## src/hw/uart_rx_defs.svh

```systemverilog
// Constants for the asynchronous receive front end
`ifndef UART_RX_DEFS_SVH
`define UART_RX_DEFS_SVH

// Register byte offsets
`define RX_DATA_OFS 4'h0
`define RX_STATUS_OFS 4'h4
`define RX_CTRL_OFS 4'h8
`define RX_BAUD_OFS 4'hC

// Status field positions
`define ST_COMPLETE_BIT 0
`define ST_FRAME_ERR_BIT 1
`define ST_OVERRUN_BIT 2
`define ST_BUSY_BIT 3

// Control field positions
`define CT_ENABLE_BIT 0
`define CT_DOUBLE_BIT 1
`define CT_LEN_LSB 4
`define CT_LEN_MSB 7

// Reset values
`define CTRL_RESET 8'h80
`define BAUD_RESET 16'h0019

// Oversampling figures and frame length range
`define OVS_NORMAL 5'h10
`define OVS_DOUBLE 5'h08
`define VOTE_FIRST_NORMAL 5'h08
`define VOTE_FIRST_DOUBLE 5'h04
`define LEN_MIN 4'h5
`define LEN_MAX 4'hA

`endif

```

## src/hw/uart_rx_pkg.sv

```systemverilog
// Types shared by the receive front end
package uart_rx_pkg;
    typedef enum logic [2:0] {
        RX_IDLE = 3'b000,
        RX_START = 3'b001,
        RX_BITS = 3'b011,
        RX_STOP = 3'b010
    } rx_state_t;
endpackage : uart_rx_pkg

```

## src/hw/rx_line_sync.sv

```systemverilog
// Two-flop synchroniser for the serial receive line
`timescale 1ns/1ps
module rx_line_sync (
    input wire logic sys_clk,
    input wire logic resetn,
    input wire logic line_in,
    output logic line_out
);
    logic meta_r;

    // Idle-high line passes two flops before use
    always_ff @(posedge sys_clk or negedge resetn) begin
        if (!resetn) begin
            meta_r <= 1'b1;
            line_out <= 1'b1;
        end else begin
            meta_r <= line_in;
            line_out <= meta_r;
        end
    end
endmodule : rx_line_sync

```

## src/hw/sample_tick_gen.sv

```systemverilog
// Divider producing one-cycle oversampling enable pulses
`timescale 1ns/1ps
module sample_tick_gen #(
    parameter int DIV_W = 16
) (
    input wire logic sys_clk,
    input wire logic resetn,
    input wire logic [DIV_W-1:0] baud_divisor_value,
    output logic tick
);
    logic [DIV_W-1:0] count_r;

    // Count down the divisor, pulse at zero
    always_ff @(posedge sys_clk or negedge resetn) begin
        if (!resetn) begin
            count_r <= '0;
            tick <= 1'b0;
        end else if (count_r == '0) begin
            count_r <= baud_divisor_value;
            tick <= 1'b1;
        end else begin
            count_r <= count_r - 1'b1;
            tick <= 1'b0;
        end
    end
endmodule : sample_tick_gen

```

## src/hw/uart_async_rx_recovery.sv

```systemverilog
// Asynchronous receive front end with Avalon-MM registers
//
// Added by the designer: the Avalon-MM register port and the register addresses.
`timescale 1ns/1ps
`include "uart_rx_defs.svh"
module uart_async_rx_recovery #(
    parameter int DEPTH = 2,
    parameter int DIV_W = 16
) (
    input wire logic sys_clk,
    input wire logic resetn,
    input wire logic serial_receive_line,
    input wire logic [3:0] avs_address,
    input wire logic avs_read,
    input wire logic avs_write,
    input wire logic [31:0] avs_writedata,
    input wire logic [3:0] avs_byteenable,
    output logic [31:0] avs_readdata,
    output logic avs_waitrequest,
    output logic [1:0] avs_response
);
    import uart_rx_pkg::*;

    // ----------------------------------------------------------------
    // Declarations
    // ----------------------------------------------------------------
    localparam int PW = (DEPTH > 1) ? $clog2(DEPTH) : 1;
    logic line_s;
    logic line_d_r;
    logic tick;
    logic [7:0] ctrl_r;
    logic [DIV_W-1:0] baud_r;
    logic rx_enable;
    logic double_speed_select;
    logic [3:0] frame_len;
    logic [4:0] states_per_bit;
    logic [4:0] vote_first;
    rx_state_t state_r;
    logic [4:0] phase_r;
    logic [3:0] bit_cnt_r;
    logic [2:0] votes_r;
    logic [9:0] shift_r;
    logic [10:0] mem_r [DEPTH];
    logic [PW-1:0] wr_ptr_r;
    logic [PW-1:0] rd_ptr_r;
    logic [PW:0] count_r;
    logic push;
    logic pop;
    logic overrun_r;
    logic vote;
    logic last_vote;
    logic bus_req;
    logic hit;
    logic data_rd;

    assign rx_enable = ctrl_r[`CT_ENABLE_BIT];
    assign double_speed_select = ctrl_r[`CT_DOUBLE_BIT];
    assign frame_len = ctrl_r[`CT_LEN_MSB:`CT_LEN_LSB];

    // ----------------------------------------------------------------
    // Line synchroniser and sample clock
    // ----------------------------------------------------------------
    rx_line_sync u_sync (
        .sys_clk(sys_clk),
        .resetn(resetn),
        .line_in(serial_receive_line),
        .line_out(line_s)
    );

    sample_tick_gen #(.DIV_W(DIV_W)) u_tick (
        .sys_clk(sys_clk),
        .resetn(resetn),
        .baud_divisor_value(baud_r),
        .tick(tick)
    );

    // Speed select changes states per bit and voting window
    always_comb begin
        if (double_speed_select) begin
            states_per_bit = `OVS_DOUBLE;
            vote_first = `VOTE_FIRST_DOUBLE;
        end else begin
            states_per_bit = `OVS_NORMAL;
            vote_first = `VOTE_FIRST_NORMAL;
        end
    end

    // Majority of the two stored samples and the current one
    assign vote = (votes_r[0] & votes_r[1]) | (votes_r[0] & line_s)
        | (votes_r[1] & line_s);
    // Voting around the bit centre sets the tolerated rate mismatch
    assign last_vote = tick && (phase_r == vote_first + 5'd2);

    // ----------------------------------------------------------------
    // Clock and data recovery
    // ----------------------------------------------------------------
    // Previous sampled level for falling edge detection
    always_ff @(posedge sys_clk or negedge resetn) begin
        if (!resetn) begin
            line_d_r <= 1'b1;
        end else if (tick) begin
            line_d_r <= line_s;
        end
    end

    // Receive state machine: start hunt, bits, first stop
    always_ff @(posedge sys_clk or negedge resetn) begin
        if (!resetn) begin
            state_r <= RX_IDLE;
            phase_r <= 5'd0;
            bit_cnt_r <= 4'd0;
            votes_r <= 3'b111;
            shift_r <= 10'd0;
        end else if (!rx_enable) begin
            state_r <= RX_IDLE;
            phase_r <= 5'd0;
        end else if (tick) begin
            case (state_r)
                RX_IDLE: begin
                    if (line_d_r && !line_s) begin
                        state_r <= RX_START;
                        phase_r <= 5'd2;
                    end
                end
                RX_START: begin
                    phase_r <= phase_r + 5'd1;
                    if (phase_r == vote_first) begin
                        votes_r[0] <= line_s;
                    end
                    if (phase_r == vote_first + 5'd1) begin
                        votes_r[1] <= line_s;
                    end
                    if (last_vote) begin
                        if (vote) begin
                            state_r <= RX_IDLE;
                        end
                    end
                    if (phase_r == states_per_bit) begin
                        phase_r <= 5'd1;
                        bit_cnt_r <= 4'd0;
                        state_r <= RX_BITS;
                    end
                end
                RX_BITS: begin
                    phase_r <= phase_r + 5'd1;
                    if (phase_r == vote_first) begin
                        votes_r[0] <= line_s;
                    end
                    if (phase_r == vote_first + 5'd1) begin
                        votes_r[1] <= line_s;
                    end
                    if (last_vote) begin
                        shift_r <= {vote, shift_r[9:1]};
                        bit_cnt_r <= bit_cnt_r + 4'd1;
                    end
                    if (phase_r == states_per_bit) begin
                        phase_r <= 5'd1;
                        if (bit_cnt_r == frame_len) begin
                            state_r <= RX_STOP;
                        end
                    end
                end
                RX_STOP: begin
                    phase_r <= phase_r + 5'd1;
                    if (phase_r == vote_first) begin
                        votes_r[0] <= line_s;
                    end
                    if (phase_r == vote_first + 5'd1) begin
                        votes_r[1] <= line_s;
                    end
                    if (last_vote) begin
                        state_r <= RX_IDLE;
                    end
                end
                default: begin
                    state_r <= RX_IDLE;
                end
            endcase
        end
    end

    // Stop vote hands the character to the buffer
    assign push = rx_enable && state_r == RX_STOP && last_vote;

    // ----------------------------------------------------------------
    // Receive buffer
    // ----------------------------------------------------------------
    assign pop = data_rd && count_r != '0;

    // Storage: right aligned data and stop-error flag
    // The stop vote is taken from the live majority in the push cycle
    always_ff @(posedge sys_clk) begin
        if (push && count_r != (PW+1)'(DEPTH)) begin
            mem_r[wr_ptr_r] <= {!vote,
                10'(shift_r >> (4'd10 - frame_len))};
        end
    end

    // Pointers and occupancy, flushed when disabled
    always_ff @(posedge sys_clk or negedge resetn) begin
        if (!resetn) begin
            wr_ptr_r <= '0;
            rd_ptr_r <= '0;
            count_r <= '0;
        end else if (!rx_enable) begin
            wr_ptr_r <= '0;
            rd_ptr_r <= '0;
            count_r <= '0;
        end else begin
            if (push && count_r != (PW+1)'(DEPTH)) begin
                wr_ptr_r <= (wr_ptr_r == PW'(DEPTH - 1)) ? '0 : wr_ptr_r + 1'b1;
            end
            if (pop) begin
                rd_ptr_r <= (rd_ptr_r == PW'(DEPTH - 1)) ? '0 : rd_ptr_r + 1'b1;
            end
            case ({push && count_r != (PW+1)'(DEPTH), pop})
                2'b10: count_r <= count_r + 1'b1;
                2'b01: count_r <= count_r - 1'b1;
                default: count_r <= count_r;
            endcase
        end
    end

    // Overrun: frame lost because the buffer was full
    // Sticky until the receiver is disabled; a push that meets a full
    // buffer is dropped even when a read pops in the same cycle
    always_ff @(posedge sys_clk or negedge resetn) begin
        if (!resetn) begin
            overrun_r <= 1'b0;
        end else if (!rx_enable) begin
            overrun_r <= 1'b0;
        end else if (push && count_r == (PW+1)'(DEPTH)) begin
            overrun_r <= 1'b1;
        end
    end

    // ----------------------------------------------------------------
    // Avalon-MM slave
    // ----------------------------------------------------------------
    assign bus_req = (avs_read || avs_write) && avs_waitrequest;
    assign hit = avs_address == `RX_DATA_OFS || avs_address == `RX_STATUS_OFS
        || avs_address == `RX_CTRL_OFS || avs_address == `RX_BAUD_OFS;
    assign data_rd = bus_req && avs_read && avs_address == `RX_DATA_OFS;

    // One wait state: waitrequest drops for one cycle per access
    always_ff @(posedge sys_clk or negedge resetn) begin
        if (!resetn) begin
            avs_waitrequest <= 1'b1;
        end else begin
            avs_waitrequest <= !bus_req;
        end
    end

    // Control and divisor registers
    always_ff @(posedge sys_clk or negedge resetn) begin
        if (!resetn) begin
            ctrl_r <= `CTRL_RESET;
            baud_r <= DIV_W'(`BAUD_RESET);
        end else if (bus_req && avs_write) begin
            if (avs_address == `RX_CTRL_OFS && avs_byteenable[0]) begin
                ctrl_r <= avs_writedata[7:0];
            end
            if (avs_address == `RX_BAUD_OFS) begin
                baud_r <= DIV_W'(avs_writedata[15:0]);
            end
        end
    end

    // Read data and response
    always_ff @(posedge sys_clk or negedge resetn) begin
        if (!resetn) begin
            avs_readdata <= 32'h0000_0000;
            avs_response <= 2'b00;
        end else if (bus_req) begin
            avs_readdata <= 32'h0000_0000;
            avs_response <= hit ? 2'b00 : 2'b11;
            if (avs_read) begin
                case (avs_address)
                    `RX_DATA_OFS: begin
                        if (count_r != '0) begin
                            avs_readdata[9:0] <= mem_r[rd_ptr_r][9:0];
                        end
                    end
                    `RX_STATUS_OFS: begin
                        avs_readdata[`ST_COMPLETE_BIT] <= count_r != '0;
                        avs_readdata[`ST_FRAME_ERR_BIT] <=
                            count_r != '0 && mem_r[rd_ptr_r][10];
                        avs_readdata[`ST_OVERRUN_BIT] <= overrun_r;
                        avs_readdata[`ST_BUSY_BIT] <= state_r != RX_IDLE;
                    end
                    `RX_CTRL_OFS: avs_readdata[7:0] <= ctrl_r;
                    `RX_BAUD_OFS: avs_readdata[DIV_W-1:0] <= baud_r;
                    default: avs_readdata <= 32'h0000_0000;
                endcase
            end
        end
    end
endmodule : uart_async_rx_recovery

```

## config.mk

```make
export PLATFORM = sky130hd
export DESIGN_NAME = uart_async_rx_recovery
export DESIGN_NICKNAME = d
export VERILOG_FILES = /design/src/hw/uart_rx_pkg.sv /design/src/hw/rx_line_sync.sv /design/src/hw/sample_tick_gen.sv /design/src/hw/uart_async_rx_recovery.sv
export VERILOG_INCLUDE_DIRS = /design/src /design/src/hw
export SDC_FILE = /design/constraint.sdc
export NUM_CORES = 1
export LEC_CHECK = 0
export BUFFER_PORTS_ARGS = -buffer_cell sky130_fd_sc_hd__buf_4
export CAP_MARGIN = 30
export CORE_MARGIN = 4
export CORE_UTILIZATION = 39
export CTS_CLUSTER_DIAMETER = 200
export DETAILED_ROUTE_END_ITERATION = 16
export PLACE_DENSITY = 0.67
export SYNTH_ARGS = -nofsm -noshare
export SYNTH_HDL_FRONTEND = slang
export SYNTH_SLANG_ARGS = --single-unit
```

## constraint.sdc

```tcl
create_clock -name sys_clk -period 7 [get_ports sys_clk]
set_input_delay 0.7 -clock sys_clk [delete_from_list [all_inputs] [get_ports sys_clk]]
set_output_delay 0.7 -clock sys_clk [all_outputs]
set_load 0.005 [all_outputs]
```

==> run metrics, run 1 <==
# fillers 1,299; max-slew violations 0; vias per cell 5.21; setup TNS 0 ns; Critical Path Max Stage Delay 0.77 ns; Worst EP required 6.98 ns; GR Util met3 0.0488; largest net degree at the start of global routing 67; Pleak 0.00259 uW; cell count after synthesis 489; slew margin rel. 0.365; die height 127 um; post-CTS sizing 0; Fin. Hold Viols 0; I/O Buffers 44; GRT Total Usage 0.150; global route hottest layer met2; dominant synthesized flop cell dfrtp_1; Detailed Route WL 11,600 um; first-pass GRT wire length 19,300 um; RSZ-0062 raised after global routing no; CTS Hold Bufs 0; number of flops mapped to enable cells by yosys 22; total clock sinks 112; Clk Latency, worst-skew pair 0.35 ns; H-tree Lvls 3; Max Clock Freq 355 MHz; Antenna Cells 0; Clock Tree Buf Depth 2; Ys Warns 0; Overflow after GRT 0; fin crit share 0.403; final std cells w/o fill 711; Min Clock Period, post-route 2.82 ns; Avg Inst Size Synth 11.3 um2; CTS tree done; layout cells sized above 1 0.239; Hold Path Class in2async; #FFs+latches synth 112; Clock transition at path regs 0.07 ns; Core Region 13,800 um2; area of placed instances 5900 um2; Worst Path Arrival 2.79 ns; Startpoint Class flop; met1 global-route usage 0.191; CP bufs+invs 0; Post-Place Cells 695; Setup violations, final 0; clk_skew 0.00647 ns; Antenna Violating Nets Remaining 0; Pre-Repair DR Iteration Count 4; Iter 0 DRT Violations 199; die area 16,100 um2; CP max stage cell nor2_1; # IOs 80; post-CTS setup buffers 0; mapped cell area 5500 um2; initial antenna violation count 0; area delta synth->final 12.2%; die width 127 um; Worst setup EP type flop; nets 578; post-synthesis sequential area ratio 0.531; met2 GRT Util 0.249; Final HPWL DP 8540 um; row cnt 43; CP max FO 11; via count of the first global-routing pass 3,747; status finished, final reports clean; Root Buffer clkbuf_16; Peak VDD IR 129 uV; total CTS buffers 9; Starting Density 0.398; cells along the critical path or3b_1, a211oi_1, nand2_1, nor2_1; Cell Pwr Density 230 nW/um2; Netlist cell types 61; Wirelength per Cell 16.4 um; critical path class reg2reg; Worst Tran Pin Value 0.950 ns; via count 3,703; fin area 6180 um2; Max-Cap Viols 0; FFs w/ async S/R, synth 0.804; Placer Congestion 0.815; delay-heaviest family, CP simple AND/OR/NAND/NOR gates; DRC viols 0
==> final timing paths <==
kind	startpoint	end	slack (ns)	depth (start not counted)
setup / recovery	phase_r[3]	mem_r[0][7]	4.18	4
hold / removal	resetn	u_tick.count_r[15]	0.23	1
setup reg to reg	phase_r[3]	mem_r[0][7]	4.18	4
hold reg to reg	u_sync.meta_r	u_sync.line_out	0.36	0
max in group asynchronous	resetn	overrun_r	5.62	2
min in group sys_clk	u_sync.meta_r	u_sync.line_out	0.36	0
==> power by group <==
part           switching, uW  internal, uW
clock network            235           241
registers               55.2           708
logic                   98.7          84.2
==> layer usage <==
metal	up-vias	wire length, um
li1	1779	-
met1	1829	5050
met2	83	5790
met3	12	648
met4	0	146
met5	-	0
==> metrics by stage <==
step,setup WS [ns],hold slack [ns],total power [uW],util
after floorplan,4.66,0.345,900,-
after global placement,4.22,0.348,954,0.427
after detailed placement,4.18,0.354,961,0.427
after CTS,4.17,0.233,1440,0.447
after global routing,3.98,0.257,1490,0.447
final,4.18,0.234,1420,0.447
==> flip-flops by register name, summed over array words and instances, names as in the netlist, 2 cells and up <==
name / count
avs_readdata: 16
baud_r: 16
bit_cnt_r: 4
count_r: 2
ctrl_r: 8
mem_r: 22
phase_r: 5
shift_r: 10
state_r: 2
u_tick.count_r: 16
votes_r: 2
==> final cells by class <==
cell class,instances,area (um2),area share
Sequential cell,112,2930,0.474
Multi-Input combinational cell,348,2370,0.384
Timing Repair Buffer,46,345,0.0559
Clock buffer,9,225,0.0365
Tap cell,180,225,0.0365
Clock inverter,7,47.5,0.00770
Inverter,9,33.8,0.00547
==> cells in the mapped netlist, types with 8 or more instances <==
master    count  area (um2)
nand2_1      40         150
edfxtp_1     22         661
dfstp_2      10         263
buf_4        18         135
nor2b_1       8        50.1
dfrtp_1      80        2000
mux2i_1      18         180
o21ai_0      37         185
a22o_1        9        78.8
nand3_1       9        45.0
inv_1         9        33.8
nor2_1       45         169
xnor2_1      13         114
clkbuf_1     10        37.5
a21oi_1      19        95.1
mux2_2       40         450
xor2_1       10        87.6
==> cells in the final DEF, fill, tap and decap left out, types with 3 or more instances in the layout <==
cell,netlist,layout
xnor2_1,13,13
nand4_1,3,3
inv_1,9,9
ha_1,7,7
nand3b_1,4,4
a22o_1,9,9
dfstp_2,10,10
a21o_1,3,3
xor2_1,10,10
o21ai_0,37,37
edfxtp_1,22,22
nor3b_1,3,3
a22oi_1,6,6
nor3_1,6,6
clkbuf_16,0,9
dfrtp_1,80,80
mux4_2,3,3
mux2_2,40,40
a21oi_1,19,19
nand2b_1,5,5
nand2_1,40,40
mux2i_1,18,18
nor4_1,3,3
buf_4,18,46
nor2_1,45,45
nor2b_1,8,8
clkinv_4,0,3
conb_1,1,16
and3_1,3,3
a211oi_1,7,7
nand3_1,9,9
==> cell families after synthesis <==
logic type               synth area share
adder cells (fa/ha/maj)            0.0159
AND/OR/NAND/NOR                     0.128
XOR/XNOR                           0.0366
AO/OA/AOI/OAI                       0.113
multiplexers                        0.127
buffers and inverters              0.0473
other                            0.000681
flip-flops                          0.531
No activity file was read; power rests on OpenSTA's default activity.
==> inputs of run 2 (changes only) <==
--- a/config.mk
+++ b/config.mk
@@ -12,7 +12,7 @@
 export CORE_UTILIZATION = 39
 export CTS_CLUSTER_DIAMETER = 200
 export DETAILED_ROUTE_END_ITERATION = 16
-export PLACE_DENSITY = 0.67
+export PLACE_DENSITY = 0.69
 export SYNTH_ARGS = -nofsm -noshare
 export SYNTH_HDL_FRONTEND = slang
 export SYNTH_SLANG_ARGS = --single-unit
==> constraint.sdc (replaced) <==
create_clock -name sys_clk -period 2.5 [get_ports sys_clk]
set_input_delay 0.25 -clock sys_clk [delete_from_list [all_inputs] [get_ports sys_clk]]
set_output_delay 0.25 -clock sys_clk [all_outputs]
set_load 0.005 [all_outputs]
==> run 2 against run 1 <==
  * Hold slack got worse by 0.12 ns
  * Sequential share of layout area fell by 0.86 points
  * Utilization grew 0.82 points
  * Final cell count increased by 1.8%
  * Clock power rose to 2.9 times the previous value
  * Critical path depth stayed put
  * Via count grew 1.9%
  * Design area up 1.8%
  * First-iteration DRC count increased by 36%
  * Register-to-register slack got worse by 3.8 ns
  * Largest cell class unchanged
==> run metrics, run 2 (same netlist as run 1, synthesis figures left out) <==
sequential share of power 0.518; fin crit share 0.861; Worst Tran Pin Value 0.669 ns; vias per cell 5.21; CP max stage cell dfrtp_1; final critical-path setup slack 0.348 ns; Hold Path Class in2reg; dpl ws 0.360 ns; fin area 6290 um2; CTS tree done; Clk Latency, worst-skew pair 0.35 ns; Worst EP required 2.73 ns; Gate power share 0.140; Clock Tree Buf Depth 2; I/O Buffers 44; final core utilization 0.455; slew margin rel. 0.549; initial antenna violation count 0; Wirelength per Cell 16.1 um; Antenna Violating Nets Remaining 0; Detailed Route WL 11,700 um; first-pass GRT wire length 19,700 um; row cnt 43; capture point of the worst reg-to-reg path shift_r[0]; Max Clock Freq 465 MHz; met1 global-route usage 0.187; max-slew violations 0; Worst Setup SP ctrl_r[1]; CP max FO 9; largest net degree at the start of global routing 46; Pleak 0.00266 uW; area of placed instances 5990 um2; Min Clock Period, post-route 2.15 ns; Worst Path Arrival 2.38 ns; clk_skew 0.00457 ns; die width 127 um; # IOs 80; Core Region 13,800 um2; setup TNS 0 ns; Max-Cap Viols 0; sw frac 0.257; Placer Congestion 0.837; DRC viols 0; Peak VDD IR 345 uV; GRT Total Usage 0.152; post-CTS sizing 0; nets 591; Switch Pwr 1050 uW; status finished, final reports clean; die area 16,100 um2; worst hold slack 0.109 ns; Critical Path Sink shift_r[0]; Critical Path Max Stage Delay 0.44 ns; R2R Setup Slk 0.35 ns; met2 GRT Util 0.262; Clk pwr share 0.342; Final HPWL DP 8660 um; Worst setup EP type flop; max reg flops 22; Internal Power 3020 uW; area delta synth->final 14.3%; RSZ-0062 raised after global routing no; die height 127 um; H-tree Lvls 3; via count 3,774; Fin. Hold Viols 0; commonest cells after routing, fill and taps aside 80 x dfrtp_1, 57 x buf_4, 45 x nor2_1; Cell Pwr Density 647 nW/um2; Iter 0 DRT Violations 270; most common cell after layout, fill and taps aside dfrtp_1; total CTS buffers 9; Largest Register mem_r; layout cells sized above 1 0.252; Root Buffer clkbuf_16; cells along the critical path or3b_1, a211o_2, nor2_2, mux2_2; critical path class reg2reg; Overflow after GRT 0; reg2reg path depth 4; total clock sinks 112; global route hottest layer met2; r2r startpoint ctrl_r[1]; Setup violations, final 0; Starting Density 0.398; via count of the first global-routing pass 3,930; Antenna Cells 0; Pre-Repair DR Iteration Count 4; Startpoint Class flop; GR Util met3 0.0480; Clock transition at path regs 0.07 ns
run 2: area by class of cell:
type | instances | area [um2]
inverters | 9 | 33.8
repair buffers | 59 | 448
clock inverters | 3 | 42.5
multi-input cells | 348 | 2370
flip-flops and latches | 112 | 2930
well taps | 180 | 225
fillers | 1244 | 7540
clock buffers | 13 | 241
run 2: power by group through the flow:
| stage | Combinational [uW] | Clock, uW | Sequential [uW] |
|---|---|---|---|
| final | 569 | 1390 | 2110 |
| after global routing | 638 | 1500 | 2120 |
| after detailed placement | 567 | 0 | 2150 |
| after CTS | 575 | 1430 | 2110 |
| after floorplan | 442 | 0 | 2080 |
| after global placement | 556 | 0 | 2140 |
run 2: worst min path at each step:
stage                            from                  to  slack (ns)  depth (start not counted)
floorplan                      resetn     avs_readdata[0]       -0.05                          0
global placement               resetn  u_tick.count_r[14]        0.29                          1
detailed placement             resetn  u_tick.count_r[13]        0.29                          1
CTS                 avs_writedata[12]          baud_r[12]        0.10                          3
global route        avs_writedata[13]          baud_r[13]        0.12                          2
finish              avs_writedata[12]          baud_r[12]        0.11                          3
run 2: routing by layer:
layer	share of wire	vias to the layer above
li1	-	1819
met4	0.0065	0
met2	0.50	88
met1	0.43	1861
met3	0.058	6
met5	0	-
run 2: metrics by stage:
step	power, uW	std cells
6_report	4070	724
5_1_grt	4270	724
4_1_cts	4120	724
3_5_place_dp	2710	706
3_3_place_gp	2700	706
2_1_floorplan	2520	504
run 2: worst max-delay path, delay by kind of cell, from the launching register on:
kind	cells	cell delay, ns
DFF	1	0.44
muxes	1	0.39
and+or+nand+nor	2	0.82
AOI/OAI and AO/OA	1	0.39
run 2: repair_timing:
| item | CTS | global route |
|---|---|---|
| setup buffers | 0 | 0 |
| hold buffers | 2 | 0 |
| hold endpoints to repair | 41 | 0 |
